`src/hdl/srwc_consts.svh`:
```
// constants for the standby release wait control block
`ifndef SRWC_CONSTS_SVH
`define SRWC_CONSTS_SVH
`define SRWC_OFF_WAIT_SEL 8'h00
`define SRWC_OFF_CLK_CTRL 8'h04
`define SRWC_OFF_STATUS 8'h08
`define SRWC_OFF_MASK 8'h0C
`define SRWC_OFF_CORE 8'h10
`define SRWC_WAIT_SEL_RST 4'h0
`define SRWC_CLK_CTRL_RST 4'h0
`define SRWC_BIT_HALT 2
`define SRWC_BIT_STOP 3
`define SRWC_CODE_W20 3'h0
`define SRWC_CODE_W17 3'h3
`define SRWC_CODE_W15 3'h5
`define SRWC_CODE_W13 3'h7
`define SRWC_EXP_W20 5'h14
`define SRWC_EXP_W17 5'h11
`define SRWC_EXP_W15 5'h0F
`define SRWC_EXP_W13 5'h0D
`define SRWC_OSC_START_CYC 16'h0100
`define SRWC_POST_INSTR 2'h2
`endif

```
`src/hdl/srwc_pkg.sv`:
```
// types for the standby release wait control block
package srwc_pkg;
  typedef enum logic [2:0] {
    SRWC_RUN = 3'b000,
    SRWC_HALT = 3'b001,
    SRWC_STOP = 3'b011,
    SRWC_OSC = 3'b010,
    SRWC_SETTLE = 3'b110,
    SRWC_RESUME = 3'b111
  } srwc_state_e;
  typedef struct packed {
    logic [7:0] pending;
    logic [7:0] enable;
    logic master_en;
  } srwc_irq_s;
  typedef struct packed {
    logic vector;
    logic from_reset;
    logic resume;
  } srwc_wake_s;
endpackage

```
`src/hdl/srwc_wait_counter.sv`:
```
// settling wait counter of main oscillator cycles
`timescale 1ns/1ps
module srwc_wait_counter
  import srwc_pkg::*;
(
  input wire logic clk_in, // clock
  input wire logic rst_n_in, // synced reset
  input wire logic start_in, // restart counting
  input wire logic run_in, // oscillator running
  input wire logic [4:0] exp_in, // count is 2**exp
  output logic done_out // count reached, pulse
);
  logic [20:0] count;
  logic [20:0] limit;
  assign limit = 21'(21'h1 << exp_in) - 21'h1;
  always_ff @(posedge clk_in or negedge rst_n_in)
  begin
    if (!rst_n_in)
      count <= 21'h0;
    else if (start_in || !run_in)
      count <= 21'h0;
    else if (count != limit)
      count <= count + 21'h1;
  end
  always_ff @(posedge clk_in or negedge rst_n_in)
  begin
    if (!rst_n_in)
      done_out <= 1'b0;
    else
      done_out <= run_in && !start_in && (count == limit - 21'h1);
  end
endmodule

```
`src/hdl/srwc_top.sv`:
```
// standby release and settling wait control with ahb-lite registers
//
// Behaviour
// - interrupt stop release waits selected settling time
// - wait codes 000/011/101/111 give 2^20/17/15/13
// - count only once oscillator is running
// - reset stop release waits option-fixed time
// - reset release runs normal reset sequence
// - master enable clear: resume, keep request
// - master enable set: two instructions, vector
// - key edge or clock timer wake never vectors
// - stop sets clock ctrl bit3, halt bit2
// - reset or enabled request ends standby
// - halt gates cpu clock, stop kills oscillator
// - stop with pending request keeps oscillator on, still waits settling
//
// Our own choices: the placing of the registers and the AHB-Lite interface to the registers.
`timescale 1ns/1ps
`include "srwc_consts.svh"
module srwc_top
  import srwc_pkg::*;
#(
  parameter bit LONG_RESET_WAIT = 1'b1, // 1: 2^17, 0: 2^15 (otp part)
  parameter logic [15:0] OSC_START_CYC = `SRWC_OSC_START_CYC
)
(
  input wire logic ref_clk_in, // main clock
  input wire logic rst_n_in, // async reset, low
  input wire logic hsel_in, // ahb select
  input wire logic [31:0] haddr_in, // ahb address
  input wire logic [1:0] htrans_in, // ahb transfer type
  input wire logic hwrite_in, // ahb write
  input wire logic [2:0] hsize_in, // ahb size
  input wire logic [31:0] hwdata_in, // ahb write data
  input wire logic hready_in, // ahb bus ready
  output logic [31:0] hrdata_out, // ahb read data
  output logic hreadyout_out, // ahb slave ready
  output logic hresp_out, // ahb response
  input wire logic stop_instr_in, // stop executed, pulse
  input wire logic halt_instr_in, // halt executed, pulse
  input wire logic instr_done_in, // instruction retired, pulse
  input wire logic [7:0] irq_pending_in, // request flags
  input wire logic [7:0] irq_enable_in, // enable flags
  input wire logic master_irq_enable_in, // master enable
  input wire logic key_edge_irq_in, // key edge source woke
  input wire logic clock_timer_irq_in, // clock timer source woke
  output logic cpu_clk_en_out, // cpu clock gate
  output logic osc_en_out, // main oscillator enable
  output logic core_reset_out, // core reset sequence
  output logic vector_req_out, // take vectored interrupt, pulse
  output logic irq_out // interrupt level
);
  logic rst_s1, rst_n;
  always_ff @(posedge ref_clk_in or negedge rst_n_in)
  begin
    if (!rst_n_in)
    begin
      rst_s1 <= 1'b0;
      rst_n <= 1'b0;
    end
    else
    begin
      rst_s1 <= 1'b1;
      rst_n <= rst_s1;
    end
  end

  function automatic logic [4:0] srwc_code_exp(input logic [2:0] code);
    unique case (code)
      `SRWC_CODE_W17: srwc_code_exp = `SRWC_EXP_W17;
      `SRWC_CODE_W15: srwc_code_exp = `SRWC_EXP_W15;
      `SRWC_CODE_W13: srwc_code_exp = `SRWC_EXP_W13;
      default: srwc_code_exp = `SRWC_EXP_W20;
    endcase
  endfunction

  srwc_state_e state, next_state;
  srwc_irq_s irq;
  srwc_wake_s wake;
  logic [3:0] wake_wait_select;
  logic [3:0] cpu_clock_ctrl;
  logic [2:0] status;
  logic [2:0] irq_mask;
  logic [15:0] osc_cnt;
  logic [1:0] instr_cnt;
  logic from_reset;
  logic wake_vector;
  logic osc_run, wait_done;
  logic [4:0] wait_exp;

  assign irq.pending = irq_pending_in;
  assign irq.enable = irq_enable_in;
  assign irq.master_en = master_irq_enable_in;

  // bus decode
  logic ap_valid, dp_valid, dp_write;
  logic [7:0] dp_addr;
  assign ap_valid = hsel_in && hready_in && htrans_in[1];
  always_ff @(posedge ref_clk_in or negedge rst_n)
  begin
    if (!rst_n)
    begin
      dp_valid <= 1'b0;
      dp_write <= 1'b0;
      dp_addr <= 8'h00;
    end
    else
    begin
      dp_valid <= ap_valid;
      dp_write <= hwrite_in;
      dp_addr <= haddr_in[7:0];
    end
  end
  logic wr_en, rd_en, wr_wait, wr_clk, wr_mask, rd_status;
  assign wr_en = dp_valid && dp_write;
  assign rd_en = ap_valid && !hwrite_in;
  assign wr_wait = wr_en && dp_addr == `SRWC_OFF_WAIT_SEL;
  assign wr_clk = wr_en && dp_addr == `SRWC_OFF_CLK_CTRL;
  assign wr_mask = wr_en && dp_addr == `SRWC_OFF_MASK;
  assign rd_status = rd_en && haddr_in[7:0] == `SRWC_OFF_STATUS;
  assign hreadyout_out = 1'b1;
  assign hresp_out = 1'b0;

  // wake and events
  logic wake_req, stop_now, halt_now;
  logic ev_wake, ev_vector, ev_done;
  assign wake_req = |(irq.pending & irq.enable);
  assign wake_vector = irq.master_en && !key_edge_irq_in
    && !clock_timer_irq_in;
  assign stop_now = state == SRWC_RUN && stop_instr_in;
  assign halt_now = state == SRWC_RUN && halt_instr_in && !stop_instr_in;
  assign ev_wake = (state == SRWC_HALT || state == SRWC_STOP) && wake_req;
  assign ev_vector = vector_req_out;
  assign ev_done = state == SRWC_SETTLE && wait_done;
  assign osc_run = osc_cnt == OSC_START_CYC;
  assign wait_exp = from_reset
    ? (LONG_RESET_WAIT ? `SRWC_EXP_W17 : `SRWC_EXP_W15)
    : srwc_code_exp(wake_wait_select[2:0]);

  always_comb
  begin
    next_state = state;
    unique case (state)
      SRWC_RUN:
        if (stop_instr_in)
          next_state = wake_req ? SRWC_OSC : SRWC_STOP;
        else if (halt_instr_in)
          next_state = SRWC_HALT;
      SRWC_HALT:
        if (wake_req)
          next_state = SRWC_RESUME;
      SRWC_STOP:
        if (wake_req)
          next_state = SRWC_OSC;
      SRWC_OSC:
        if (osc_run)
          next_state = SRWC_SETTLE;
      SRWC_SETTLE:
        if (wait_done)
          next_state = SRWC_RESUME;
      SRWC_RESUME:
        next_state = SRWC_RUN;
      default:
        next_state = SRWC_RUN;
    endcase
  end

  always_ff @(posedge ref_clk_in or negedge rst_n)
  begin
    if (!rst_n)
      state <= SRWC_OSC;
    else
      state <= next_state;
  end

  always_ff @(posedge ref_clk_in or negedge rst_n)
  begin
    if (!rst_n)
      from_reset <= 1'b1;
    else if (state == SRWC_RESUME)
      from_reset <= 1'b0;
  end

  always_ff @(posedge ref_clk_in or negedge rst_n)
  begin
    if (!rst_n)
      osc_cnt <= 16'h0000;
    else if (state == SRWC_STOP)
      osc_cnt <= 16'h0000;
    else if (!osc_run)
      osc_cnt <= osc_cnt + 16'h0001;
  end

  srwc_wait_counter u_wait
  (
    .clk_in(ref_clk_in),
    .rst_n_in(rst_n),
    .start_in(state != SRWC_SETTLE),
    .run_in(osc_run),
    .exp_in(wait_exp),
    .done_out(wait_done)
  );

  always_ff @(posedge ref_clk_in or negedge rst_n)
  begin
    if (!rst_n)
      wake_wait_select <= `SRWC_WAIT_SEL_RST;
    else if (wr_wait)
      wake_wait_select <= hwdata_in[3:0];
  end

  always_ff @(posedge ref_clk_in or negedge rst_n)
  begin
    if (!rst_n)
      cpu_clock_ctrl <= `SRWC_CLK_CTRL_RST;
    else if (stop_now)
      cpu_clock_ctrl[`SRWC_BIT_STOP] <= 1'b1;
    else if (halt_now)
      cpu_clock_ctrl[`SRWC_BIT_HALT] <= 1'b1;
    else if (state == SRWC_RESUME)
      cpu_clock_ctrl[3:2] <= 2'b00;
    else if (wr_clk)
      cpu_clock_ctrl[1:0] <= hwdata_in[1:0];
  end

  always_ff @(posedge ref_clk_in or negedge rst_n)
  begin
    if (!rst_n)
    begin
      wake <= '0;
      instr_cnt <= 2'h0;
      vector_req_out <= 1'b0;
    end
    else
    begin
      vector_req_out <= 1'b0;
      if (state == SRWC_RESUME)
      begin
        wake.resume <= 1'b1;
        wake.from_reset <= from_reset;
        wake.vector <= !from_reset && wake_vector;
        instr_cnt <= 2'h0;
      end
      else if (wake.vector && instr_done_in)
      begin
        if (instr_cnt == `SRWC_POST_INSTR - 2'h1)
        begin
          wake.vector <= 1'b0;
          vector_req_out <= 1'b1;
        end
        instr_cnt <= instr_cnt + 2'h1;
      end
    end
  end

  // sticky status, cleared by read
  always_ff @(posedge ref_clk_in or negedge rst_n)
  begin
    if (!rst_n)
      status <= 3'h0;
    else
      status <= (rd_status ? 3'h0 : status) | {ev_done, ev_vector, ev_wake};
  end
  always_ff @(posedge ref_clk_in or negedge rst_n)
  begin
    if (!rst_n)
      irq_mask <= 3'h0;
    else if (wr_mask)
      irq_mask <= hwdata_in[2:0];
  end
  assign irq_out = |(status & irq_mask);

  logic [31:0] rd_mux;
  assign rd_mux =
    haddr_in[7:0] == `SRWC_OFF_WAIT_SEL ? {28'h0, wake_wait_select} :
    haddr_in[7:0] == `SRWC_OFF_CLK_CTRL ? {28'h0, cpu_clock_ctrl} :
    haddr_in[7:0] == `SRWC_OFF_STATUS ? {29'h0, status} :
    haddr_in[7:0] == `SRWC_OFF_MASK ? {29'h0, irq_mask} :
    haddr_in[7:0] == `SRWC_OFF_CORE ? {26'h0, state, wake} : 32'h0;
  always_ff @(posedge ref_clk_in or negedge rst_n)
  begin
    if (!rst_n)
      hrdata_out <= 32'h0;
    else if (rd_en)
      hrdata_out <= rd_mux;
  end

  assign cpu_clk_en_out = state == SRWC_RUN;
  assign osc_en_out = state != SRWC_STOP;
  // core held in reset until wait done
  assign core_reset_out = from_reset;
endmodule

```
`config.mk`:
```
export PLATFORM = sky130hd
export DESIGN_NAME = srwc_top
export DESIGN_NICKNAME = d
export VERILOG_FILES = /design/src/hdl/srwc_pkg.sv /design/src/hdl/srwc_wait_counter.sv /design/src/hdl/srwc_top.sv
export VERILOG_INCLUDE_DIRS = /design/src /design/src/hdl
export SDC_FILE = /design/constraint.sdc
export NUM_CORES = 1
export LEC_CHECK = 0
export ABC_AREA = 0
export CAP_MARGIN = 15
export CORE_UTILIZATION = 50
export DETAILED_ROUTE_END_ITERATION = 6
export DONT_BUFFER_PORTS = 1
export PLACE_DENSITY = 0.63
export REMOVE_ABC_BUFFERS = 1
export SYNTH_ARGS = -nofsm -noshare
export SYNTH_HDL_FRONTEND = slang
export SYNTH_SLANG_ARGS = --single-unit
```
`constraint.sdc`:
```
create_clock -name ref_clk_in -period 5.9 [get_ports ref_clk_in]
set_input_delay 0.59 -clock ref_clk_in [delete_from_list [all_inputs] [get_ports ref_clk_in]]
set_output_delay 0.59 -clock ref_clk_in [all_outputs]
set_load 0.02 [all_outputs]
```
## Word-level counts from Yosys, hierarchy flattened

Index checks and enable logic that the tools add are counted.

- Register bits after elaboration: 106
- Bits of input ports: 96
- Output and inout port bits: 39
- Logic and storage cells: 136

- $add $sub $neg: 5
- Equal/unequal tests: 27
- Shift-type cells: 1
- Mux-type cells: 32
- Bitwise gates (word level): 6
- Reduce and logical (&&, ||, !) cells: 43

Operator list:

| kind | count |
|---|---|
| 21-bit two-way mux | 2 |
| 21-bit by 1-bit subtractor with 21-bit output, second input constant | 2 |
| 16-bit two-way mux | 2 |
| 6-bit two-way mux | 5 |
| 8-bit by 4-bit equality test with 1-bit output, second input constant | 3 |
| 21-bit by 1-bit adder with 21-bit output, second input constant | 1 |
| 21-bit equality test | 1 |
| 3-bit two-way mux | 7 |
| 21-bit inequality test | 1 |
| 1-bit by 5-bit << shifter with 21-bit output, first input constant | 1 |
| 1-bit logical AND | 19 |
| 16-bit by 1-bit adder with 16-bit output, second input constant | 1 |
| 16-bit by 9-bit equality test with 1-bit output, second input constant | 1 |
| 8-bit by 3-bit equality test with 1-bit output, second input constant | 2 |
| 8-bit zero test | 2 |
| 3-bit case mux with 5 select lines | 1 |
| 5-bit case mux with 3 select lines | 1 |
| 3-bit equality test, second input constant | 4 |
| 1-bit two-way mux | 10 |
| 2-bit nonzero test | 5 |
| 3-bit by 2-bit equality test with 1-bit output, second input constant | 3 |
| 8-bit AND | 1 |
| 8-bit by 5-bit equality test with 1-bit output, second input constant | 1 |
| 2-bit inequality test, second input constant | 4 |
| 19 further kinds | 34 |

## Depth between registers and ports, before layout

Gate-level depths: netlist of the first run.

- Depth in word-level cells: 8
- Depth in mapped cells: 10
- Depth with buffers taken out: 7

## Hierarchy

Synthesis of the first run repeated with hierarchy kept, for this count alone.

- Cells, all modules: 683
- Area, all modules: 5,870.6 sq um

Modules (own cells, without submodules):

| module | instances | cells an instance | area each (sq um) | sequential area each (sq um) |
|---|---|---|---|---|
| srwc_top | 1 | 304 | 3,034.2 | 1,453.9 |
| srwc_wait_counter | 1 | 379 | 2,836.5 | 550.5 |

## Least setup slack after synthesis of the first run

Ideal clock, no wire load.

- Kind: register to output
- Start: register state[1]
- End: output osc_en_out
- Arrival: 1.581 ns
- Required time: 5.310 ns
- Slack: 3.729 ns
- Cell stages (with the launch flop): 6
- Path through: dfstp_2 clkbuf_1 and2_1 clkbuf_1 clkbuf_1 inv_1

- Longest elaborated chain between the ends: 1

RTL lines:

| what | line | RTL |
|---|---|---|
| start, declared | srwc_top.sv:77 | `srwc_state_e state, next_state;` |
| start signal, assigned | srwc_top.sv:173 | `state <= next_state;` |
| 3-bit by 2-bit inequality test with 1-bit output | srwc_top.sv:289 | `assign osc_en_out = state != SRWC_STOP;` |
| end, declared | srwc_top.sv:48 | `output logic osc_en_out,` |

No other way between the ends.

## Worst setup path after layout of the first run

- Start: register osc_cnt[0]
- End: register u_wait.done_out

- Longest elaborated chain between the ends: 3

RTL lines:

| what | line | RTL |
|---|---|---|
| start, declared | srwc_top.sv:84 | `logic [15:0] osc_cnt;` |
| start signal, assigned | srwc_top.sv:191 | `osc_cnt <= osc_cnt + 16'h0001;` |
| 16-bit by 9-bit equality test with 1-bit output | srwc_top.sv:135 | `assign osc_run = osc_cnt == OSC_START_CYC;` |
| 1-bit logical AND (2 in series) | srwc_wait_counter.sv:30 | `done_out <= run_in && !start_in && (count == limit - 21'h1);` |
| end signal, assigned | srwc_wait_counter.sv:30 |  |
| end, declared | srwc_wait_counter.sv:11 | `output logic done_out` |

No other way between the ends.
A chain may end at the register's enable or synchronous reset.

==> results of run 1 <==
[how the worst max path moves through the flow]
| stage | to | slack (ns) |
|---|---|---|
| 3_5_place_dp | u_wait.done_out$_DFF_PN0_ | 3.22 |
| 2_1_floorplan | cpu_clock_ctrl[0]$_DFFE_PN0P_ | 3.51 |
| 5_1_grt | u_wait.done_out$_DFF_PN0_ | 3.05 |
| 6_report | u_wait.done_out$_DFF_PN0_ | 3.24 |
| 4_1_cts | u_wait.done_out$_DFF_PN0_ | 3.19 |
| 3_3_place_gp | u_wait.done_out$_DFF_PN0_ | 3.24 |
[metal layers]
layer  global-route usage, %  up-vias
li1                        -     1500
met1                    25.4     1533
met2                    34.5       69
met3                    6.07        7
met4                    5.77        0
met5                       0        -
[report_power, final]
| group | switching [mW] | total [mW] | internal, mW |
|---|---|---|---|
| clock | 0.211 | 0.368 | 0.158 |
| sequential | 0.0637 | 0.664 | 0.600 |
| combinational | 0.0775 | 0.146 | 0.0682 |
[registers in the layout (all words and copies together), names as in the netlist, 2 cells and up]
| register | flops |
|---|---|
| cpu_clock_ctrl | 4 |
| dp_addr | 8 |
| hrdata_out | 6 |
| instr_cnt | 2 |
| irq_mask | 3 |
| osc_cnt | 16 |
| state | 3 |
| status | 3 |
| u_wait.count | 21 |
| wake | 3 |
| wake_wait_select | 4 |
[worst reg2reg max path: stages (launching register included)]
cell     delay, ns
dfrtp_1       0.44
inv_1         0.08
ha_1          0.14
nor4b_1       0.23
nand4_1       0.29
or3_1         0.78
nor4b_1       0.40
and4_1        0.24
[synthesized netlist by cell type, drive strengths merged (10+ instances only)]
master   n  area, um2
mux2    13        146
or3     22        138
clkbuf  10       37.5
xor2    10       87.6
inv     14       52.6
nand4   11       68.8
nand2   31        116
dfrtp   78       1950
a21oi   28        151
and3    10       62.6
nor2    28        105
buf     34        280
o21ai   31        155
nand3   21        105
[repair_timing]
| action | CTS | global route |
|---|---|---|
| endpoints found under the hold margin | 2 | 0 |
| gates resized for setup | 0 | 0 |
| hold buffers | 1 | 0 |
[layout make-up]
| class | instances | area (um2) |
|---|---|---|
| repair buffers | 1 | 10.0 |
| clock inverters | 7 | 55.1 |
| flip-flops and latches | 80 | 2010 |
| clock buffers | 9 | 124 |
| inverters | 14 | 52.6 |
| well taps | 105 | 131 |
| multi-input cells | 328 | 1980 |
| fillers | 773 | 3850 |
[cell families (layout without fill, tap and decap cells)]
| logic type | after synthesis | in the layout | share of synthesized area [%] |
|---|---|---|---|
| flops | 80 | 80 | 47.3 |
| buf+inv | 58 | 31 | 8.73 |
| fa+ha+maj | 6 | 6 | 1.77 |
| other cells | 2 | 33 | 0.177 |
| xor+xnor | 17 | 17 | 3.51 |
| mux | 14 | 14 | 3.69 |
| simple gates | 167 | 167 | 21.6 |
| compound gates | 91 | 91 | 13.3 |
==> results.sh, run 1 <==
export IMPL_clockBufferDepth=2
export IMPL_crit_path_end_kind="flop"
export IMPL_grt_usage_pct=20.5
export IMPL_yosys_warnings=0
export IMPL_r2r_end="u_wait.done_out$_DFF_PN0_"
export IMPL_worst_setup_path_type="reg2reg"
export IMPL_wl_met1_um=3760
export IMPL_required_ns=6.18
export IMPL_core_area_um2=8220
export IMPL_grt_max_degree=79
export IMPL_relSlewSlack_pct=33.4
export IMPL_cp_max_fo=22
export IMPL_synthFlopType="dfrtp_1"
export IMPL_cpPeakStageDelay_ns=0.78
export IMPL_whs_endpoint="dp_addr[0]$_DFF_PN0_"
export IMPL_holdWs_ns=0.256
export IMPL_vias=3109
export IMPL_hold_depth=0
export IMPL_syn2layout_area_growth_pct=2.89
export IMPL_grt_pass1_wl_um=13900
export IMPL_place_hpwl_um=5710
export IMPL_syn_inst=435
export IMPL_final_nets=536
export IMPL_path_buf_inv=1
export IMPL_wirelength_um=8120
export IMPL_met2_length_um=3960
export IMPL_instances_no_fill=544
export IMPL_synth_edff_count=0
export IMPL_cts_tree="done"
export IMPL_drive_gt1_share_pct=9.79
export IMPL_root_buffer="clkbuf_8"
export IMPL_total_power_mw=1.18
export IMPL_period_share_pct=45.0
export IMPL_top_layer="met4"
export IMPL_antenna_found_initial=0
export IMPL_synth_cell_types=55
export IMPL_grt_setup_unrepaired="false"
export IMPL_place_ws_ns=3.22
export IMPL_start_util_pct=51.6
export IMPL_ys_seq_area_share_pct=47.3
export IMPL_setup_viol=0
export IMPL_clk_pin_slew_ns=0.09
export IMPL_utilization_pct=53.1
export IMPL_cpMostUsedCell="nor4b_1"
export IMPL_dieArea_um2=8860
export IMPL_grt_ovfl_total=0
export IMPL_hp_class="in2reg"
export IMPL_powerDensity_nw_per_um2=270
export IMPL_gp_congestion=0.784
export IMPL_dr_wl_met3_um=332
export IMPL_post_cts_buffers=0
export IMPL_syn_area_per_cell_um2=9.75
export IMPL_io_pins=135
export IMPL_wl_per_cell_um=14.9
export IMPL_arrival_ns=2.94
export IMPL_r2r_start="osc_cnt[0]$_DFFE_PN0P_"
export IMPL_ys_ff_latch=80
export IMPL_synth_area_um2=4240
export IMPL_max_vdd_ir_drop_v=0.000147
export IMPL_async_flop_share_pct=100
export IMPL_period_needed_ns=2.66
export IMPL_crit_path_cell_trace="inv_1 > ha_1 > nor4b_1 > nand4_1 > or3_1 > nor4b_1 > and4_1"
export IMPL_final_common_cell="dfrtp_1"
export IMPL_p_leak_nw=1.88
export IMPL_fin_worst_skew_ns=0.0138
export IMPL_grt_pass1_vias=2995
export IMPL_setup_slack_ns=3.24
export IMPL_outcome="completed"
export IMPL_drt_pass1_iterations=4
export IMPL_placed_area_um2=4180
export IMPL_path_depth=7
export IMPL_worstSkewPairLatency_ns=0.36
export IMPL_r2r_slack_ns=3.24
export IMPL_die_width_um=94.1
export IMPL_viasPerCell=5.72
export IMPL_max_cap_violations=0
export IMPL_drc=0
export IMPL_critPathLaunch="osc_cnt[0]$_DFFE_PN0P_"
export IMPL_drtAntennaViolNets=0
export IMPL_h_tree_depth=3
export IMPL_die_y_um=94.1
export IMPL_final_area_um2=4360
export IMPL_tns_ns=0
export IMPL_portBuffers=0
export IMPL_cp_start_kind="flop"
export IMPL_finalMaxSlewViolations=0
export IMPL_cts_sinks=80
export IMPL_dp_cells=527
export IMPL_cpLargestDelayFamily="simple AND/OR/NAND/NOR gates"
export IMPL_hp_start="haddr_in[0]"
export IMPL_rows=33
export IMPL_worstRegToRegCells=7
export IMPL_n_antenna_cell=0
export IMPL_timing_hold_violations_final=0
export IMPL_worst_pin_slew_ns=0.998
export IMPL_drtIter0Drc=149
export IMPL_crit_slowest_cell="or3_1"
export IMPL_cts_made_buffers=9
export IMPL_layout_common_cells="77 x dfrtp_1, 33 x conb_1, 31 x nand2_1, 28 x nor2_1, 25 x a21oi_1"
export IMPL_fmax_mhz=377
(Power assumes the default switching activity.)
==> run 2, diff against run 1 <==
Clock period 5.9 ns to 2.45 ns, I/O delays scaled along.
==> results.sh, run 2 (same netlist as run 1, synthesis figures left out) <==
export IMPL_outcome="completed"
export IMPL_largest_register_ffs=21
export IMPL_drtAntennaViolNets=0
export IMPL_grt_pass1_vias=3176
export IMPL_wirelength_um=8320
export IMPL_n_antenna_cell=0
export IMPL_fin_worst_skew_ns=0.0147
export IMPL_start_util_pct=51.6
export IMPL_hp_class="in2reg"
export IMPL_final_area_um2=4530
export IMPL_grt_ovfl_total=0
export IMPL_grt_pass1_wl_um=14200
export IMPL_setup_slack_ns=0.263
export IMPL_arrival_ns=2.43
export IMPL_drt_pass1_iterations=6
export IMPL_clockBufferDepth=2
export IMPL_total_power_mw=2.92
export IMPL_cts_tree="done"
export IMPL_clk_pin_slew_ns=0.08
export IMPL_dp_cells=533
export IMPL_antenna_found_initial=0
export IMPL_rows=33
export IMPL_num_fill_cells=774
export IMPL_fmax_mhz=457
export IMPL_dieArea_um2=8860
export IMPL_grt_usage_pct=20.7
export IMPL_worst_setup_path_type="reg2reg"
export IMPL_finalMaxSlewViolations=0
export IMPL_period_needed_ns=2.19
export IMPL_placed_area_um2=4230
export IMPL_drive_gt1_share_pct=10.8
export IMPL_multiInputGateArea_um2=1980
export IMPL_timing_hold_violations_final=0
export IMPL_viasPerCell=5.70
export IMPL_final_common_cell="dfrtp_1"
export IMPL_max_vdd_ir_drop_v=0.000340
export IMPL_die_width_um=94.1
export IMPL_final_nets=551
export IMPL_instances_no_fill=559
export IMPL_place_ws_ns=0.276
export IMPL_relSlewSlack_pct=56.1
export IMPL_r2r_slack_ns=0.26
export IMPL_top_regs="u_wait.count: 21 flops, osc_cnt: 16 flops, dp_addr: 8 flops"
export IMPL_setup_viol=0
export IMPL_drtIter0Drc=121
export IMPL_syn2layout_area_growth_pct=6.73
export IMPL_ff_latch_area_um2=2010
export IMPL_cp_start_kind="flop"
export IMPL_io_pins=135
export IMPL_max_cap_violations=0
export IMPL_cp_max_fo=40
export IMPL_gp_congestion=0.852
export IMPL_p_leak_nw=1.96
export IMPL_root_buffer="clkbuf_8"
export IMPL_core_area_um2=8220
export IMPL_required_ns=2.69
export IMPL_utilization_pct=55.1
export IMPL_tns_ns=0
export IMPL_h_tree_depth=3
export IMPL_grt_setup_unrepaired="false"
export IMPL_place_hpwl_um=5850
export IMPL_regMostFlops="u_wait.count"
export IMPL_worst_pin_slew_ns=0.654
export IMPL_cts_sinks=80
export IMPL_drc=0
export IMPL_cts_made_buffers=9
export IMPL_crit_path_end_kind="flop"
export IMPL_grt_max_degree=56
export IMPL_wl_per_cell_um=14.9
export IMPL_die_y_um=94.1
export IMPL_period_share_pct=89.3
export IMPL_holdWs_ns=0.0121
export IMPL_portBuffers=0
export IMPL_powerDensity_nw_per_um2=646
export IMPL_layout_common_cells="77 x dfrtp_1, 33 x conb_1, 31 x nand2_1, 28 x nor2_1, 25 x a21oi_1"
export IMPL_vias=3184
export IMPL_worstSkewPairLatency_ns=0.35
## run 2: final cells by class
class | count | share of cell area (%)
multi-input combinational | 328 | 43.8
tap | 105 | 2.90
sequential | 80 | 44.4
clock inverter | 7 | 1.55
clock buffer | 9 | 2.74
inverter | 14 | 1.16
timing repair buffer | 16 | 3.48
## run 2: path summary, 6_finish.rpt
kind	cells past startpoint	to	startpoint
max in group asynchronous	1	state[1]$_DFFE_PN1P_	rst_n$_DFF_PN0_
hold / removal	2	cpu_clock_ctrl[0]$_DFFE_PN0P_	hwdata_in[0]
min in group asynchronous	1	rst_n$_DFF_PN0_	rst_n_in
setup reg to reg	6	u_wait.count[1]$_DFFE_PN0P_	wake_wait_select[2]$_DFFE_PN0P_
hold reg to reg	0	u_wait.count[20]$_DFFE_PN0P_	rst_n$_DFF_PN0_
setup / recovery	6	u_wait.count[1]$_DFFE_PN0P_	wake_wait_select[2]$_DFFE_PN0P_
## run 2: timing repair
action,4_1_cts,5_1_grt
hold endpoints to repair,12,0
buffers inserted,0,0
gates resized for setup,0,0
hold buffers,10,0
endpoints found under the setup margin,0,0
## run 2: layer usage
layer,global-route usage (%),up-vias,share of wire (%)
li1,-,1530,-
met1,25.1,1573,46
met2,35.6,73,48
met3,5.66,8,4.6
met4,6.67,0,1.2
met5,0,-,0
## run 2: power by group
group / internal, mW / switching, mW
Combinational: 0.179 / 0.214
Sequential: 1.45 / 0.134
Clock: 0.470 / 0.482
## run 2: worst max-delay path, stage by stage (launching register included)
cell and delay (ns):
dfrtp_1 0.47, nand4b_1 0.17, or3_1 0.35, a221oi_2 0.29, and4_4 0.52, mux2i_1 0.23, nor2_1 0.05
